--- config.mk ---
export PLATFORM = sky130hd
export DESIGN_NAME = input_capture_timer_8bit
export DESIGN_NICKNAME = d
export VERILOG_FILES = /design/src/logic/capture_timer_pkg.sv /design/src/logic/capture_prescaler.sv /design/src/logic/input_capture_timer_8bit.sv
export SDC_FILE = /design/constraint.sdc
export NUM_CORES = 1
export LEC_CHECK = 0
export BUFFER_PORTS_ARGS = -buffer_cell sky130_fd_sc_hd__buf_2
export CAP_MARGIN = 10
export CORE_ASPECT_RATIO = 0.8
export CORE_MARGIN = 3
export CORE_UTILIZATION = 45
export CTS_BUF_LIST = sky130_fd_sc_hd__clkbuf_16
export DETAILED_ROUTE_END_ITERATION = 8
export PLACE_DENSITY_LB_ADDON = 0.3
export SLEW_MARGIN = 10
export SYNTH_ARGS = -nofsm -noshare
export SYNTH_HDL_FRONTEND = slang
export SYNTH_SLANG_ARGS = --single-unit
--- constraint.sdc ---
create_clock -name core_clk -period 3.1 [get_ports core_clk]
set_clock_uncertainty 0.1 [all_clocks]
set_input_delay 0.775 -clock core_clk [delete_from_list [all_inputs] [get_ports core_clk]]
set_output_delay 0.775 -clock core_clk [all_outputs]
set_load 0.1 [all_outputs]
--- src/logic/capture_timer_pkg.sv ---
// Constants shared by the input capture timer design
package capture_timer_pkg;

   // ***************************************************
   // Register byte addresses (index times four)
   // ***************************************************
   localparam logic [7:0]  IDX_CAPTURE_VALUE_F = 8'hBD;
   localparam logic [7:0]  IDX_CONTROL         = 8'hBC;
   localparam logic [7:0]  IDX_CAPTURE_VALUE_R = 8'hBE;
   localparam logic [7:0]  IDX_COUNT           = 8'hBF;
   localparam logic [11:0] ADDR_CAPTURE_VALUE_F = {2'h0, IDX_CAPTURE_VALUE_F, 2'h0};
   localparam logic [11:0] ADDR_CONTROL         = {2'h0, IDX_CONTROL, 2'h0};
   localparam logic [11:0] ADDR_CAPTURE_VALUE_R = {2'h0, IDX_CAPTURE_VALUE_R, 2'h0};
   localparam logic [11:0] ADDR_COUNT           = {2'h0, IDX_COUNT, 2'h0};

   // ***************************************************
   // Control register fields
   // ***************************************************
   localparam int BIT_OVF_HIGH    = 7;
   localparam int BIT_OVF_LOW     = 6;
   localparam int BIT_OVF_IRQ_EN  = 5;
   localparam int BIT_EDGE_SELECT = 4;
   localparam int POS_CLEAR_SEL   = 2;
   localparam int POS_CLOCK_SEL   = 0;

   // ***************************************************
   // Reset values and encodings
   // ***************************************************
   localparam logic [7:0] RESET_CONTROL = 8'h00;
   localparam logic [7:0] RESET_CAPTURE = 8'h00;
   localparam logic [7:0] COUNT_MAX     = 8'hFF;
   localparam logic [1:0] CLEAR_NONE    = 2'h0;
   localparam logic [1:0] CLEAR_FALL    = 2'h1;
   localparam logic [1:0] CLEAR_RISE    = 2'h2;
   localparam logic [1:0] CLEAR_BOTH    = 2'h3;
   localparam logic [1:0] CLK_DIV64     = 2'h0;
   localparam logic [1:0] CLK_DIV32     = 2'h1;
   localparam logic [1:0] CLK_DIV2      = 2'h2;
   localparam logic [1:0] CLK_SUB_DIV2  = 2'h3;
   localparam logic [5:0] MASK_DIV64    = 6'h3F;
   localparam logic [5:0] MASK_DIV32    = 6'h1F;
   localparam logic [5:0] MASK_DIV2     = 6'h01;

   // ***************************************************
   // Bus transfer type and size codes
   // ***************************************************
   localparam logic [1:0] HTRANS_NONSEQ = 2'h2;
   localparam logic [1:0] HSIZE_WORD    = 2'h2;

endpackage : capture_timer_pkg

--- src/logic/capture_prescaler.sv ---
// Prescaler producing one-cycle count ticks
`timescale 1ns/1ps
module capture_prescaler (
   // Clock and reset
   input  wire logic       core_clk,
   input  wire logic       rst,
   // Selection and subclock
   input  wire logic [1:0] clock_select,
   input  wire logic       subclock_tick,
   // Tick out
   output logic            count_tick
);

   logic [5:0] div_q;
   logic       sub_q;
   logic [5:0] mask;
   logic       sys_tick;
   logic       sub_tick;

   // Mask for system clock division
   assign mask = (clock_select == capture_timer_pkg::CLK_DIV64) ? capture_timer_pkg::MASK_DIV64 :
                 (clock_select == capture_timer_pkg::CLK_DIV32) ? capture_timer_pkg::MASK_DIV32 :
                 capture_timer_pkg::MASK_DIV2;
   assign sys_tick   = ((div_q & mask) == mask);
   assign sub_tick   = subclock_tick & sub_q;
   assign count_tick = (clock_select == capture_timer_pkg::CLK_SUB_DIV2) ? sub_tick : sys_tick;

   // Free running divider and subclock halver
   always_ff @(posedge core_clk) begin
      if (rst) begin
         div_q <= 6'h00;
         sub_q <= 1'b0;
      end else begin
         div_q <= div_q + 6'h01;
         if (subclock_tick) begin
            sub_q <= ~sub_q;
         end
      end
   end

endmodule : capture_prescaler

--- src/logic/input_capture_timer_8bit.sv ---
// Eight-bit up counter with input capture and AHB-Lite registers
//
// Register access over AHB-Lite is this design's own decision.
`timescale 1ns/1ps
module input_capture_timer_8bit (
   // Clock and reset
   input  wire logic        core_clk,
   input  wire logic        rst,
   // AHB-Lite slave
   input  wire logic        hsel,
   input  wire logic [11:0] haddr,
   input  wire logic [1:0]  htrans,
   input  wire logic        hwrite,
   input  wire logic [2:0]  hsize,
   input  wire logic [31:0] hwdata,
   input  wire logic        hready,
   output logic [31:0]      hrdata,
   output logic             hreadyout,
   output logic             hresp,
   // Capture input and subclock
   input  wire logic        capture_in,
   input  wire logic        subclock_tick,
   // Overflow interrupt request
   output logic             overflow_irq
);

   // ***************************************************
   // State
   // ***************************************************
   logic       overflow_flag_high_q;
   logic       overflow_flag_low_q;
   logic       overflow_irq_enable_q;
   logic       capture_irq_edge_select_q;
   logic [1:0] counter_clear_select_q;
   logic [1:0] clock_select_q;
   logic [7:0] capture_timer_count_q;
   logic [7:0] capture_value_f_q;
   logic [7:0] capture_value_r_q;
   logic       capture_prev_q;
   // Set when software has read the flag as one, armed for a clearing write
   logic       seen_high_q;
   logic       seen_low_q;
   logic       overflow_irq_q;
   // Write data phase pending and the address it was taken at
   logic       wr_pend_q;
   logic [11:0] addr_q;
   logic [31:0] hrdata_q;

   // ***************************************************
   // Decode
   // ***************************************************
   logic       access;
   logic       wr_ctrl;
   logic       rd_ctrl;
   logic       count_tick;
   logic       wrap;
   logic       rise;
   logic       fall;
   logic       clear_cnt;
   logic [7:0] ctrl_value;
   logic [7:0] rd_value;
   logic       clr_high;
   logic       clr_low;

   // Transfer taken in its address phase; a write lands one cycle later with hwdata
   // Size is not checked: every register is one aligned word in the low byte
   assign access  = hsel & hready & (htrans == capture_timer_pkg::HTRANS_NONSEQ);
   assign wr_ctrl = wr_pend_q & (addr_q == capture_timer_pkg::ADDR_CONTROL);
   assign rd_ctrl = access & ~hwrite & (haddr == capture_timer_pkg::ADDR_CONTROL);

   // Control register as software sees it
   assign ctrl_value = {overflow_flag_high_q, overflow_flag_low_q, overflow_irq_enable_q,
                        capture_irq_edge_select_q, counter_clear_select_q, clock_select_q};

   // Sampled in the address phase so the data stands through the data phase
   // Read multiplexer, unmapped reads zero
   assign rd_value = (haddr == capture_timer_pkg::ADDR_CONTROL)         ? ctrl_value :
                     (haddr == capture_timer_pkg::ADDR_CAPTURE_VALUE_F) ? capture_value_f_q :
                     (haddr == capture_timer_pkg::ADDR_CAPTURE_VALUE_R) ? capture_value_r_q :
                     (haddr == capture_timer_pkg::ADDR_COUNT)           ? capture_timer_count_q :
                     8'h00;

   // Counter events
   // The pin is taken as synchronous, so one flop of history gives the edges
   assign wrap = count_tick & (capture_timer_count_q == capture_timer_pkg::COUNT_MAX);
   assign rise = capture_in & ~capture_prev_q;
   assign fall = ~capture_in & capture_prev_q;
   assign clear_cnt = ((counter_clear_select_q == capture_timer_pkg::CLEAR_FALL) & fall) |
                      ((counter_clear_select_q == capture_timer_pkg::CLEAR_RISE) & rise) |
                      ((counter_clear_select_q == capture_timer_pkg::CLEAR_BOTH) & (rise | fall));

   // Zero write clears only after the flag was read as one
   // Writing one to a flag bit has no effect at all
   assign clr_high = wr_ctrl & ~hwdata[capture_timer_pkg::BIT_OVF_HIGH] & seen_high_q;
   assign clr_low  = wr_ctrl & ~hwdata[capture_timer_pkg::BIT_OVF_LOW] & seen_low_q;

   // ***************************************************
   // Outputs
   // ***************************************************
   // Zero wait states and an OKAY response on every transfer
   assign hrdata       = hrdata_q;
   assign hreadyout    = 1'b1;
   assign hresp        = 1'b0;
   assign overflow_irq = overflow_irq_q;

   // ***************************************************
   // Prescaler
   // ***************************************************
   // Tick source; a new clock select takes effect from the next edge
   // The divider runs free, so the first tick after a change may come early
   capture_prescaler u_prescaler (
      .core_clk      (core_clk),
      .rst           (rst),
      .clock_select  (clock_select_q),
      .subclock_tick (subclock_tick),
      .count_tick    (count_tick)
   );

   // ***************************************************
   // Bus phases
   // ***************************************************
   // Bus address and read data phases
   always_ff @(posedge core_clk) begin
      if (rst) begin
         wr_pend_q <= 1'b0;
         addr_q    <= 12'h000;
         hrdata_q  <= 32'h0000_0000;
      end else begin
         wr_pend_q <= access & hwrite;
         if (access) begin
            addr_q <= haddr;
         end
         if (access & ~hwrite) begin
            hrdata_q <= {24'h00_0000, rd_value};
         end
      end
   end

   // ***************************************************
   // Control register
   // ***************************************************
   // Control fields written by software
   always_ff @(posedge core_clk) begin
      if (rst) begin
         overflow_irq_enable_q     <= capture_timer_pkg::RESET_CONTROL[capture_timer_pkg::BIT_OVF_IRQ_EN];
         capture_irq_edge_select_q <= capture_timer_pkg::RESET_CONTROL[capture_timer_pkg::BIT_EDGE_SELECT];
         counter_clear_select_q    <= capture_timer_pkg::RESET_CONTROL[capture_timer_pkg::POS_CLEAR_SEL +: 2];
         clock_select_q            <= capture_timer_pkg::RESET_CONTROL[capture_timer_pkg::POS_CLOCK_SEL +: 2];
      end else if (wr_ctrl) begin
         overflow_irq_enable_q     <= hwdata[capture_timer_pkg::BIT_OVF_IRQ_EN];
         capture_irq_edge_select_q <= hwdata[capture_timer_pkg::BIT_EDGE_SELECT];
         counter_clear_select_q    <= hwdata[capture_timer_pkg::POS_CLEAR_SEL +: 2];
         clock_select_q            <= hwdata[capture_timer_pkg::POS_CLOCK_SEL +: 2];
      end
   end

   // ***************************************************
   // Overflow flags
   // ***************************************************
   // Overflow flags, wrap wins over clear
   // A wrap in the cycle of a clearing write keeps the flag, so no overflow is lost
   // A zero write from software that never saw the flag set leaves it alone
   always_ff @(posedge core_clk) begin
      if (rst) begin
         overflow_flag_high_q <= 1'b0;
         overflow_flag_low_q  <= 1'b0;
         seen_high_q          <= 1'b0;
         seen_low_q           <= 1'b0;
      end else begin
         overflow_flag_high_q <= wrap | (overflow_flag_high_q & ~clr_high);
         overflow_flag_low_q  <= wrap | (overflow_flag_low_q & ~clr_low);
         if (rd_ctrl & overflow_flag_high_q) begin
            seen_high_q <= 1'b1;
         end else if (clr_high) begin
            seen_high_q <= 1'b0;
         end
         if (rd_ctrl & overflow_flag_low_q) begin
            seen_low_q <= 1'b1;
         end else if (clr_low) begin
            seen_low_q <= 1'b0;
         end
      end
   end

   // ***************************************************
   // Counter and capture
   // ***************************************************
   // Counter, capture registers and interrupt request
   // Captures take the count before a clear on the same edge lands
   // The edge history resets to the idle low pin level, so reset gives no false edge
   always_ff @(posedge core_clk) begin
      if (rst) begin
         capture_timer_count_q <= 8'h00;
         capture_value_f_q     <= capture_timer_pkg::RESET_CAPTURE;
         capture_value_r_q     <= capture_timer_pkg::RESET_CAPTURE;
         capture_prev_q        <= 1'b0;
         overflow_irq_q        <= 1'b0;
      end else begin
         capture_prev_q <= capture_in;
         if (fall) begin
            capture_value_f_q <= capture_timer_count_q;
         end
         if (rise) begin
            capture_value_r_q <= capture_timer_count_q;
         end
         if (clear_cnt) begin
            capture_timer_count_q <= 8'h00;
         end else if (count_tick) begin
            capture_timer_count_q <= capture_timer_count_q + 8'h01;
         end
         // One-cycle request; a disabled overflow still sets both flags
         overflow_irq_q <= wrap & overflow_irq_enable_q;
      end
   end

endmodule : input_capture_timer_8bit

* After elaboration in Yosys (flattened, before gate mapping)
Index checks and enable logic that the tools add are counted.
Word-level totals: register bits 64, bits in latches 0, RAM bits 0, bits in read-only memories 0, input bits 56, word-level logic and storage cells 84, memories 0
Operators by class: add/sub/neg operators 2, multiply operators 0, div/mod/pow operators 0, $lt $le $gt $ge 0, equality and inequality tests 13, shifts and indexed selects 0, muxes and demuxes 11, bitwise gates (word level) 36, reductions and logical operators 4
Operators by type and width (count):
- $eq A12 B10 Y1 const B | 5
- $mux W8 | 4
- $and A1 B1 Y1 | 22
- $add A8 B1 Y8 const B | 1
- $eq A2 B2 Y1 const B | 4
- $eq A8 B8 Y1 const B | 1
- $not A1 Y1 | 8
- $add A6 B1 Y6 const B | 1
- $and A6 B6 Y6 | 1
- $eq A6 B6 Y1 | 1
- $mux W6 | 1
- $mux W1 | 5
- $mux W5 | 1
- $or A1 B1 Y1 | 5
- $eq A2 B1 Y1 const B | 2
- $reduce_bool A2 Y1 | 2
- $logic_not A2 Y1 | 1
- $reduce_or A2 Y1 | 1

* Longest topological paths before layout
Gate-level depths: netlist of run 1.
depth in word-level cells 8, gate-level depth with buffers 8, gate-level depth less buffers 6

* By module
From an unflattened synthesis of run 1, not the netlist that was laid out.
Second synthesis, totals: cell total of the unflattened synthesis 318, area, all modules 2856.5 sq um
By module, submodules not included:
- input_capture_timer_8bit | instances 1, cells an instance 289, area an instance 2580.0 sq um, sequential area each 1141.1 sq um
- capture_prescaler | instances 1, cells an instance 29, area an instance 276.5 sq um, sequential area each 140.1 sq um

* Worst setup path before layout of run 1
No wires, ideal clock.
path kind input to register, start in capture_in, end reg capture_timer_count_q[2], library setup time 72 ps, data arrival time 2327 ps, required time 2928 ps, path slack 601 ps, stages on the path 8, buffers on the path 2, cell sequence inv_1 ha_1 clkbuf_1 and3b_1 a311oi_1 buf_2 nand2_1 mux2i_1
Between the ends: cells in the longest elaborated chain, start to end 6
RTL lines:
- from (decl) | line input_capture_timer_8bit.sv:21 | input wire logic capture_in,
- $not A1 Y1 (*) | line input_capture_timer_8bit.sv:87 | assign fall = ~capture_in & capture_prev_q;
- $and A1 B1 Y1 (*) | line input_capture_timer_8bit.sv:87
- via fall | line input_capture_timer_8bit.sv:58 | logic fall;
- $and A1 B1 Y1 or $or A1 B1 Y1 (tied branches) | line input_capture_timer_8bit.sv:88, input_capture_timer_8bit.sv:90
- $or A1 B1 Y1 or $and A1 B1 Y1 (tied branches) | line input_capture_timer_8bit.sv:88, input_capture_timer_8bit.sv:90
- $or A1 B1 Y1 (*) | line input_capture_timer_8bit.sv:89 | ((counter_clear_select_q == capture_timer_pkg::CLEAR_RISE) & rise) |
- $reduce_or A2 Y1 (no line) (*)
- to (signal assigned) | line input_capture_timer_8bit.sv:209 | capture_timer_count_q <= capture_timer_count_q + 8'h01;
- to (decl) | line input_capture_timer_8bit.sv:36 | logic [7:0] capture_timer_count_q;
Mark *: on every way through the listed nets, which the timed path passes. The rest lies on a longest branch. A chain may end at the register's enable or synchronous reset.

* Worst setup path in the final report of run 1
start in haddr[11], end reg hrdata_q[4] (netlist: hrdata[4])
Between the ends: cells in the longest elaborated chain, start to end 5
RTL lines:
- from (decl) | line input_capture_timer_8bit.sv:11 | input wire logic [11:0] haddr,
- $eq A12 B10 Y1 | line input_capture_timer_8bit.sv:80 | (haddr == capture_timer_pkg::ADDR_COUNT) ? capture_timer_count_q :
- $mux W8 | line input_capture_timer_8bit.sv:80
- $mux W8 | line input_capture_timer_8bit.sv:79 | (haddr == capture_timer_pkg::ADDR_CAPTURE_VALUE_R) ? capture_value_r_q :
- $mux W8 | line input_capture_timer_8bit.sv:78 | (haddr == capture_timer_pkg::ADDR_CAPTURE_VALUE_F) ? capture_value_f_q :
- $mux W8 (*) | line input_capture_timer_8bit.sv:77 | assign rd_value = (haddr == capture_timer_pkg::ADDR_CONTROL) ? ctrl_value :
- to (signal assigned) | line input_capture_timer_8bit.sv:134 | hrdata_q <= {24'h00_0000, rd_value};
- to (decl) | line input_capture_timer_8bit.sv:47 | logic [31:0] hrdata_q;
Every way passes the cells marked *; elsewhere a longest branch is shown, timed or not.

==> results of run 1 <==
## power breakdown
group	total, mW	internal [mW]	leakage [nW]	switching, mW
clock	0.832	0.515	0.126	0.317
combinational	0.231	0.0395	0.768	0.191
sequential	0.839	0.833	0.517	0.00529
total	1.90	1.39	1.41	0.514
## cell families (layout without fill, tap and decap cells)
logic type                 Yosys count  in the layout  synth area share (%)
AOI/OAI and AO/OA                   64             64                  14.8
muxes                               28             28                  9.52
other                                2             26                 0.255
adders and majority gates            4              4                  1.70
DFF                                 64             64                  43.5
buffers and inverters               50             65                  10.0
and+or+nand+nor                    112            112                  19.0
xor gates and xnor gates             4              4                  1.19
## worst max-delay path by stage
| stage | start | to | cells after the start |
|---|---|---|---|
| floorplan | capture_in | capture_timer_count_q[2]$_SDFFE_PP0P_ | 8 |
| global placement | haddr[11] | hrdata[4]$_SDFFE_PP0P_ | 5 |
| detailed placement | haddr[11] | hrdata[4]$_SDFFE_PP0P_ | 5 |
| CTS | haddr[11] | hrdata[4]$_SDFFE_PP0P_ | 5 |
| global route | haddr[11] | hrdata[4]$_SDFFE_PP0P_ | 5 |
| finish | haddr[11] | hrdata[4]$_SDFFE_PP0P_ | 5 |
## area by class of cell
type | instances | area share (%)
Multi-Input combinational cell | 238 | 43.6
Sequential cell | 64 | 38.4
Clock buffer | 9 | 6.74
Timing Repair Buffer | 42 | 6.67
Tap cell | 81 | 3.03
Inverter | 9 | 1.01
Clock inverter | 5 | 0.562
## layer usage
metal  global-route usage (%)  vias to the layer above  share of wire, %
met3                     6.90                       12               8.0
met5                        0                        -                 0
met4                     7.28                        0               1.6
li1                         -                     1171                 -
met2                     27.6                       78                45
met1                     23.6                     1075                45
## worst max-delay path, cell delays in order
cell and delay [ns]:
sky130_fd_sc_hd__buf_2 0.11, sky130_fd_sc_hd__or4b_4 0.56, sky130_fd_sc_hd__or3_1 0.54, sky130_fd_sc_hd__o2111a_1 0.32, sky130_fd_sc_hd__a221o_1 0.25
## flip-flops by register name (all words and copies together), names as in the netlist
signal and count:
overflow_flag_high_q 1, overflow_flag_low_q 1, capture_irq_edge_select_q 1, addr_q 12, u_prescaler.sub_q 1, u_prescaler.div_q 6
seen_low_q 1, counter_clear_select_q 2, capture_value_r_q 8, capture_value_f_q 8, hrdata 8, wr_pend_q 1
seen_high_q 1, overflow_irq 1, capture_timer_count_q 8, clock_select_q 2, overflow_irq_enable_q 1, capture_prev_q 1
## through the flow
| stage | cells | power, mW | cell area, um^2 | hold slack (ns) | utilization [%] |
|---|---|---|---|---|---|
| after floorplan | 352 | 1.07 | 3030 | 0.326 | - |
| after global placement | 434 | 1.08 | 3100 | 0.339 | 50.5 |
| after detailed placement | 434 | 1.08 | 3100 | 0.347 | 50.5 |
| after CTS | 448 | 1.91 | 3340 | 0.354 | 54.5 |
| after global routing | 448 | 1.96 | 3340 | 0.377 | 54.5 |
| final | 448 | 1.90 | 3340 | 0.349 | 54.5 |
## synth_stat cells, types with 2 or more instances
master,instances,share of area (%)
sky130_fd_sc_hd__nor3_1,2,0.34
sky130_fd_sc_hd__and3b_1,2,0.60
sky130_fd_sc_hd__o21ai_0,10,1.7
sky130_fd_sc_hd__buf_4,26,6.6
sky130_fd_sc_hd__and4_1,2,0.60
sky130_fd_sc_hd__a21o_1,7,1.8
sky130_fd_sc_hd__xnor2_1,2,0.60
sky130_fd_sc_hd__o221ai_1,7,2.1
sky130_fd_sc_hd__buf_1,5,0.64
sky130_fd_sc_hd__nor4_1,2,0.43
sky130_fd_sc_hd__conb_1,2,0.26
sky130_fd_sc_hd__mux2i_1,28,9.5
sky130_fd_sc_hd__a32oi_1,6,1.8
sky130_fd_sc_hd__or3_1,2,0.43
sky130_fd_sc_hd__a211oi_1,2,0.51
sky130_fd_sc_hd__nor2_1,33,4.2
sky130_fd_sc_hd__buf_2,2,0.34
sky130_fd_sc_hd__ha_1,4,1.7
sky130_fd_sc_hd__nand2_1,41,5.2
sky130_fd_sc_hd__clkbuf_1,7,0.89
sky130_fd_sc_hd__nand3_1,7,1.2
sky130_fd_sc_hd__nor2b_1,2,0.43
sky130_fd_sc_hd__inv_1,9,1.1
sky130_fd_sc_hd__a21oi_1,18,3.1
sky130_fd_sc_hd__nand4b_1,2,0.60
sky130_fd_sc_hd__dfxtp_1,64,44
sky130_fd_sc_hd__o311ai_0,2,0.60
sky130_fd_sc_hd__xor2_1,2,0.60
sky130_fd_sc_hd__o31ai_1,3,0.77
sky130_fd_sc_hd__nand2b_1,5,1.1
==> results.json, run 1 <==
{
  "status": "completed",
  "antenna_violating_nets_post_route": 0,
  "die-area_um2": 7550,
  "setup_viol": 0,
  "clock_tree.buffer_depth": 2,
  "ys_async_sr_fraction_pct": 0,
  "design.core.area_um2": 6130,
  "regToRegStartpoint": "u_prescaler.div_q[2]$_SDFF_PP0_",
  "detail_route.first_pass.iterations": 4,
  "hp-class": "reg2reg",
  "timing.final.hold_violations": 0,
  "first_global_vias": 2165,
  "worst_r2r_path_depth": 4,
  "die_height_um": 78.3,
  "layout_common_cells": "64 x sky130_fd_sc_hd__dfxtp_1, 41 x sky130_fd_sc_hd__nand2_1, 37 x sky130_fd_sc_hd__buf_2, 33 x sky130_fd_sc_hd__nor2_1, 28 x sky130_fd_sc_hd__mux2i_1",
  "clkLatencyLatePin_ns": 0.32,
  "cts.sinks": 64,
  "finalNetCount": 424,
  "cts_setup_buffers": 0,
  "synthesis.area_um2": 2940,
  "syn-mean-instance-area_um2": 8.97,
  "layout_worst_path_cycle_share_pct": 78.9,
  "fin_ws_ns": 0.654,
  "p_per_area_nw_per_um2": 569,
  "clkSlewWorstSetupHoldPaths_ns": 0.05,
  "cts-htree-levels": 3,
  "timing.final.max_slew_violations": 0,
  "multi_input_area_um2": 1460,
  "power.static_leakage_nw": 1.41,
  "grt_max_degree": 48,
  "post_drt_wl_per_cell_um": 14.5,
  "timing_worst_slew_pin_value_ns": 0.659,
  "cts_made_buffers": 9,
  "rsz_0062_raised_after_global_routing": "false",
  "post_route_cells_drive_above_1_share_pct": 15.0,
  "max_transition_margin_pct": 56.1,
  "pre_cts_slack_ns": 0.336,
  "gr-usage-all-layers_pct": 18.3,
  "drtIter0Drc": 105,
  "seq_area_um2": 1280,
  "port_buffers": 37,
  "placer_congestion_estimate": 0.793,
  "fin_crit_ns": 2.45,
  "ios": 91,
  "layout_commonest_cell": "sky130_fd_sc_hd__dfxtp_1",
  "route.detailed.drc": 0,
  "cp.required_ns": 3.21,
  "endpoint_kind": "flop",
  "worstPathArrival_ns": 2.56,
  "nFillCells": 573,
  "rr_endpoint": "capture_timer_count_q[5]$_SDFFE_PP0P_",
  "hold_path_startpoint": "addr_q[6]$_SDFFE_PP0N_",
  "whs_endpoint": "addr_q[6]$_SDFFE_PP0N_",
  "post_cts_resized": 0,
  "synth_edf_count": 0,
  "areaGrowthSynthToFinish_pct": 13.5,
  "dr_total_vias": 2336,
  "starting_density_pct": 48.0,
  "synth_warnings": 0,
  "routed_via_density": 5.21,
  "max_clock_freq_mhz": 409,
  "whs_path_depth": 2,
  "irDropWorstVdd_mv": 0.205,
  "setup.reg_to_reg.worst_slack_ns": 1.06,
  "crit_start_category": "input pin",
  "post_synth_num_cell_types": 52,
  "finalWirelength_um": 6510,
  "fp.dieW_um": 96.4,
  "yosys_most_used_dff": "sky130_fd_sc_hd__dfxtp_1",
  "grt_first_pass_wirelength_um": 10500,
  "clock_tree_root_driver_cell": "sky130_fd_sc_hd__clkbuf_16",
  "path_max_fanout": 8,
  "path_class": "in2reg",
  "maxCapViolCount": 0,
  "post_synth_inst_count": 328,
  "tritoncts": "yes",
  "hpwlAfterDp_um": 4550,
  "initial_antenna_violation_count": 0,
  "ctsHoldBuffers": 0,
  "grt.overflow.total": 0,
  "fin_tns_setup_ns": 0,
  "synth.yosys.seq_area_share_pct": 43.5,
  "number_of_storage_elements_in_the_synthesis_netlist": 64,
  "insertedDiodeCount": 0,
  "fp-row-count": 25
}
Power figures use the tool's default switching activity.
==> run 2, diff against run 1 <==
==> constraint.sdc (replaced) <==
create_clock -name core_clk -period 2.2 [get_ports core_clk]
set_clock_uncertainty 0.1 [all_clocks]
set_input_delay 0.55 -clock core_clk [delete_from_list [all_inputs] [get_ports core_clk]]
set_output_delay 0.55 -clock core_clk [all_outputs]
set_load 0.1 [all_outputs]
==> run 2 against run 1 <==
Effect of this change:
- routed wire length is 5.3% higher
- die area unchanged
- flip-flop and latch count unchanged
- sequential share of layout area decreased by 1.6 points
- critical endpoint is now hrdata[1]$_SDFFE_PP0P_
==> results.json, run 2 (synthesis results as in run 1) <==
{
  "status": "completed",
  "hpwlAfterDp_um": 4890,
  "worst_r2r_path_depth": 4,
  "fp-row-count": 25,
  "fin_crit_ns": 2.07,
  "timing.final.max_slew_violations": 0,
  "nFillCells": 577,
  "hp-class": "reg2reg",
  "p_per_area_nw_per_um2": 818,
  "grt_max_degree": 48,
  "placement.cell_area_um2": 3210,
  "whs_path_depth": 2,
  "timing.final.hold_violations": 0,
  "crit_start_category": "input pin",
  "hold_path_startpoint": "addr_q[6]$_SDFFE_PP0N_",
  "insertedDiodeCount": 0,
  "net-switching-power_mw": 0.758,
  "endpoint_kind": "flop",
  "total_power_mw": 2.85,
  "worstPathArrival_ns": 2.17,
  "areaGrowthSynthToFinish_pct": 18.4,
  "power_frac_clock_pct": 46.7,
  "die-area_um2": 7550,
  "combinationalPowerShare_pct": 11.8,
  "layout_worst_path_cycle_share_pct": 93.9,
  "layout_common_cells": "64 x sky130_fd_sc_hd__dfxtp_1, 41 x sky130_fd_sc_hd__nand2_1, 37 x sky130_fd_sc_hd__buf_2, 33 x sky130_fd_sc_hd__nor2_1, 28 x sky130_fd_sc_hd__mux2i_1",
  "maxCapViolCount": 0,
  "power.static_leakage_nw": 1.49,
  "ios": 91,
  "path_cells": "buf_2 -> or4b_4 -> or3_1 -> buf_4 -> o221ai_1 -> o21ai_0",
  "max_transition_margin_pct": 59.7,
  "grt.overflow.total": 0,
  "clock_tree_root_driver_cell": "sky130_fd_sc_hd__clkbuf_16",
  "cts.sinks": 64,
  "rsz_0062_raised_after_global_routing": "false",
  "grt_first_pass_wirelength_um": 11000,
  "gr-usage-all-layers_pct": 19.3,
  "post_route_cells_drive_above_1_share_pct": 19.1,
  "clkLatencyLatePin_ns": 0.32,
  "max_clock_freq_mhz": 484,
  "post_cts_resized": 0,
  "finalNetCount": 438,
  "setup_viol": 0,
  "starting_density_pct": 48.0,
  "post_drt_wl_per_cell_um": 14.8,
  "maximum_single_stage_delay_on_the_critical_path_ns": 0.56,
  "clkSlewWorstSetupHoldPaths_ns": 0.05,
  "cts-htree-levels": 3,
  "ctsHoldBuffers": 0,
  "internal_power_mw": 2.09,
  "placer_congestion_estimate": 0.783,
  "initial_antenna_violation_count": 0,
  "timing_worst_slew_pin_value_ns": 0.605,
  "max_flop_register": "addr_q",
  "finalWirelength_um": 6860,
  "cp.required_ns": 2.30,
  "path_class": "in2reg",
  "layout_commonest_cell": "sky130_fd_sc_hd__dfxtp_1",
  "die_height_um": 78.3,
  "design.core.area_um2": 6130,
  "clock_tree.buffer_depth": 2,
  "port_buffers": 37,
  "seq_power_share_pct": 41.5,
  "cts_setup_buffers": 0,
  "drtIter0Drc": 148,
  "routed_via_density": 5.23,
  "proportion_of_total_power_due_to_net_switching_pct": 26.6,
  "detail_route.first_pass.iterations": 4,
  "largest_reg_flops": 12,
  "finished_cell_area_um2": 3480,
  "crit_start": "haddr[11]",
  "antenna_violating_nets_post_route": 0,
  "first_global_vias": 2244,
  "tritoncts": "yes",
  "route.detailed.drc": 0,
  "cts_made_buffers": 9,
  "critical-path-slowest-cell": "sky130_fd_sc_hd__or4b_4",
  "regToRegStartpoint": "addr_q[9]$_SDFFE_PP0N_",
  "path_max_fanout": 7,
  "fp.dieW_um": 96.4,
  "irDropWorstVdd_mv": 0.407,
  "dr_total_vias": 2423
}
run 2: per-layer routing:
layer	wire, um	vias up	track usage [%]
met1	3180	1121	26.5
met3	501	11	6.32
met4	108	0	7.14
li1	-	1202	-
met2	3060	89	28.0
met5	0	-	0
run 2: layout make-up:
type | count | area [um^2] | area share [%]
Inverter | 9 | 33.8 | 0.970
Sequential cell | 64 | 1280 | 36.8
Clock buffer | 9 | 225 | 6.47
Tap cell | 81 | 101 | 2.91
Multi-Input combinational cell | 238 | 1460 | 42.0
Clock inverter | 6 | 51.3 | 1.47
Timing Repair Buffer | 56 | 328 | 9.41
run 2: critical path, delay by kind of cell:
family,cells,cell delay (ns)
buffers and inverters,2,0.29
AOI/OAI and AO/OA,2,0.39
and+or+nand+nor,2,0.92
run 2: power groups by stage:
stage	Sequential, mW	Clock (mW)	Combinational, mW
after floorplan	1.20	0	0.309
after global placement	1.20	0	0.331
after detailed placement	1.20	0	0.335
after CTS	1.18	1.36	0.336
after global routing	1.18	1.41	0.355
final	1.18	1.33	0.337
run 2: worst paths after layout:
kind | endpoint | slack [ns]
worst max-delay path | hrdata[1]$_SDFFE_PP0P_ | 0.13
worst min-delay path | addr_q[6]$_SDFFE_PP0N_ | 0.35
worst max register to register | overflow_flag_low_q$_SDFF_PP0_ | 0.24
worst min register to register | addr_q[6]$_SDFFE_PP0N_ | 0.35
run 2: through the flow:
step | utilization, % | hold slack [ns] | setup TNS [ns] | std cells | worst slack [ns]
after floorplan | - | 0.326 | -0.0276 | 352 | -0.0276
after global placement | 52.3 | 0.339 | -0.689 | 448 | -0.126
after detailed placement | 52.3 | 0.345 | -0.872 | 448 | -0.138
after CTS | 56.8 | 0.351 | 0 | 463 | 0.205
after global routing | 56.8 | 0.365 | 0 | 463 | 0.00628
final | 56.8 | 0.352 | 0 | 463 | 0.135
==> run 3, diff against run 2 <==
--- a/config.mk
+++ b/config.mk
@@ -11,6 +11,7 @@
 export CORE_MARGIN = 3
 export CORE_UTILIZATION = 45
 export CTS_BUF_LIST = sky130_fd_sc_hd__clkbuf_16
+export CTS_CLUSTER_DIAMETER = 80
 export DETAILED_ROUTE_END_ITERATION = 8
 export PLACE_DENSITY_LB_ADDON = 0.3
 export SLEW_MARGIN = 10
==> constraint.sdc (replaced) <==
create_clock -name core_clk -period 1.69 [get_ports core_clk]
set_clock_uncertainty 0.1 [all_clocks]
set_input_delay 0.4225 -clock core_clk [delete_from_list [all_inputs] [get_ports core_clk]]
set_output_delay 0.4225 -clock core_clk [all_outputs]
set_load 0.1 [all_outputs]
==> run 3 against run 2 <==
Effect of this change:
- the run now ends with negative setup slack left
- cell area up 10%
- hold slack worse by 0.12 ns
- total power up 27%
- global-route usage up 0.99 points
- register-to-register slack worse by 0.27 ns
- critical path depth down 1
- first-iteration DRC count down 28%
- final cell count up 4.8%
- flip-flop and latch count unchanged
- die area unchanged
- sequential share of layout area down 3.3 points
- worst setup slack worse by 0.25 ns
==> results.json, run 3 (synthesis results as in run 1) <==
{
  "status": "finished with violations",
  "violated_checks": "negative setup slack",
  "areaGrowthSynthToFinish_pct": 30.5,
  "cts.sinks": 64,
  "pre_cts_slack_ns": -0.468,
  "max_clock_freq_mhz": 554,
  "finalNetCount": 460,
  "grt.overflow.total": 0,
  "globalRouteMet3Util_pct": 6.61,
  "starting_density_pct": 48.0,
  "largest_reg_flops": 12,
  "clkLatencyLatePin_ns": 0.32,
  "path_class": "in2reg",
  "detail_route.first_pass.iterations": 4,
  "gr-usage-all-layers_pct": 20.3,
  "power.static_leakage_nw": 1.63,
  "drtIter0Drc": 107,
  "fin_tns_setup_ns": -0.447,
  "design.core.area_um2": 6130,
  "crit_buf_inv": 1,
  "rsz_0062_raised_after_global_routing": "true",
  "insertedDiodeCount": 0,
  "irDropWorstVdd_mv": 0.576,
  "route.detailed.drc": 0,
  "crit_start_category": "input pin",
  "path_cells": "buf_6 -> or4bb_1 -> or3_4 -> o2111a_1 -> a221o_1",
  "die-area_um2": 7550,
  "clkSlewWorstSetupHoldPaths_ns": 0.05,
  "critical-path-top-delay-family": "simple AND/OR/NAND/NOR gates",
  "met1_usage_pct": 26.0,
  "die_height_um": 78.3,
  "cts-htree-levels": 3,
  "layout_common_cells": "60 x sky130_fd_sc_hd__dfxtp_1, 39 x sky130_fd_sc_hd__buf_4, 38 x sky130_fd_sc_hd__nand2_1, 34 x sky130_fd_sc_hd__buf_2, 33 x sky130_fd_sc_hd__nor2_1",
  "initial_antenna_violation_count": 0,
  "post_drt_wl_per_cell_um": 15.3,
  "endpoint_kind": "flop",
  "routed_via_density": 5.28,
  "timing_worst_slew_pin_value_ns": 0.520,
  "cp.required_ns": 1.80,
  "layout_commonest_cell": "sky130_fd_sc_hd__dfxtp_1",
  "timing.final.hold_violations": 0,
  "placer_congestion_estimate": 0.820,
  "max_flop_register": "addr_q",
  "dr_total_vias": 2562,
  "clock_tree.buffer_depth": 2,
  "worstPathArrival_ns": 1.91,
  "p_per_area_nw_per_um2": 939,
  "cts_made_buffers": 9,
  "fin_worst_hold_slack_ns": 0.234,
  "maxCapViolCount": 0,
  "tritoncts": "yes",
  "ios": 91,
  "fp-row-count": 25,
  "place.detailed.instances": 465,
  "port_buffers": 37,
  "fin_ws_ns": -0.114,
  "stdcell_count": 485,
  "met2_usage_pct": 31.9,
  "hp-class": "in2reg",
  "fp.dieW_um": 96.4,
  "layout_worst_path_cycle_share_pct": 107,
  "critical-path-slowest-cell": "sky130_fd_sc_hd__or4bb_1",
  "post_route_cells_drive_above_1_share_pct": 30.2,
  "fin_crit_ns": 1.80,
  "top_usage_layer": "met2",
  "maximum_single_stage_delay_on_the_critical_path_ns": 0.51,
  "setup_viol": 10,
  "first_global_vias": 2507,
  "antenna_violating_nets_post_route": 0,
  "hpwlAfterDp_um": 5040,
  "grt_first_pass_wirelength_um": 11800,
  "timing.final.max_slew_violations": 0,
  "clock_tree_root_driver_cell": "sky130_fd_sc_hd__clkbuf_16",
  "ctsHoldBuffers": 0,
  "max_transition_margin_pct": 65.3,
  "finalWirelength_um": 7420,
  "grt_max_degree": 48,
  "path_max_fanout": 3
}
## run 3: path summary, 6_finish.rpt
| path | cells past startpoint | slack [ns] | end | from |
|---|---|---|---|---|
| min reg2reg | 2 | 0.35 | addr_q[5]$_SDFFE_PP0N_ | addr_q[5]$_SDFFE_PP0N_ |
| min | 3 | 0.23 | capture_irq_edge_select_q$_SDFFE_PP0N_ | hwdata[4] |
| max | 5 | -0.11 | hrdata[4]$_SDFFE_PP0P_ | haddr[10] |
| max reg2reg | 4 | -0.03 | capture_timer_count_q[5]$_SDFFE_PP0P_ | u_prescaler.div_q[0]$_SDFF_PP0_ |
## run 3: worst register-to-register path: cells and delay by family (launching register included)
kind            cells  cell delay [ns]
simple gates        2             0.70
flops               1             0.35
compound gates      1             0.27
mux                 1             0.23
## run 3: per-stage QoR
| stage | instance area, um^2 | utilization [%] | power, mW |
|---|---|---|---|
| floorplan | 3130 | - | 1.98 |
| global placement | 3410 | 55.6 | 2.03 |
| detailed placement | 3410 | 55.6 | 2.04 |
| CTS | 3770 | 61.5 | 3.64 |
| global route | 3840 | 62.7 | 3.73 |
| finish | 3840 | 62.7 | 3.61 |
## run 3: power breakdown
part	internal [mW]	switching, mW	leakage (nW)	total, mW
Combinational	0.121	0.373	0.994	0.494
Sequential	1.53	0.0130	0.518	1.54
Clock	0.958	0.614	0.121	1.57
## run 3: what timing repair did
item / CTS / global route
gates cloned: 1 / 0
pin swaps: 7 / 7
setup buffers: 3 / 2
gates resized for setup: 11 / 18
endpoints found under the setup margin: 16 / 21
## run 3: routing by layer
layer / vias to the layer above / wire, um
met5: - / 0
met1: 1220 / 3330
li1: 1247 / -
met3: 9 / 470
met2: 86 / 3540
met4: 0 / 83
## run 3: layout make-up
type / instances / area, um^2
Sequential cell: 64 / 1290
Fill cell: 526 / 2290
Inverter: 9 / 36.3
Clock inverter: 6 / 27.5
Timing Repair Buffer: 78 / 536
Tap cell: 81 / 101
Multi-Input combinational cell: 238 / 1630
Clock buffer: 9 / 225
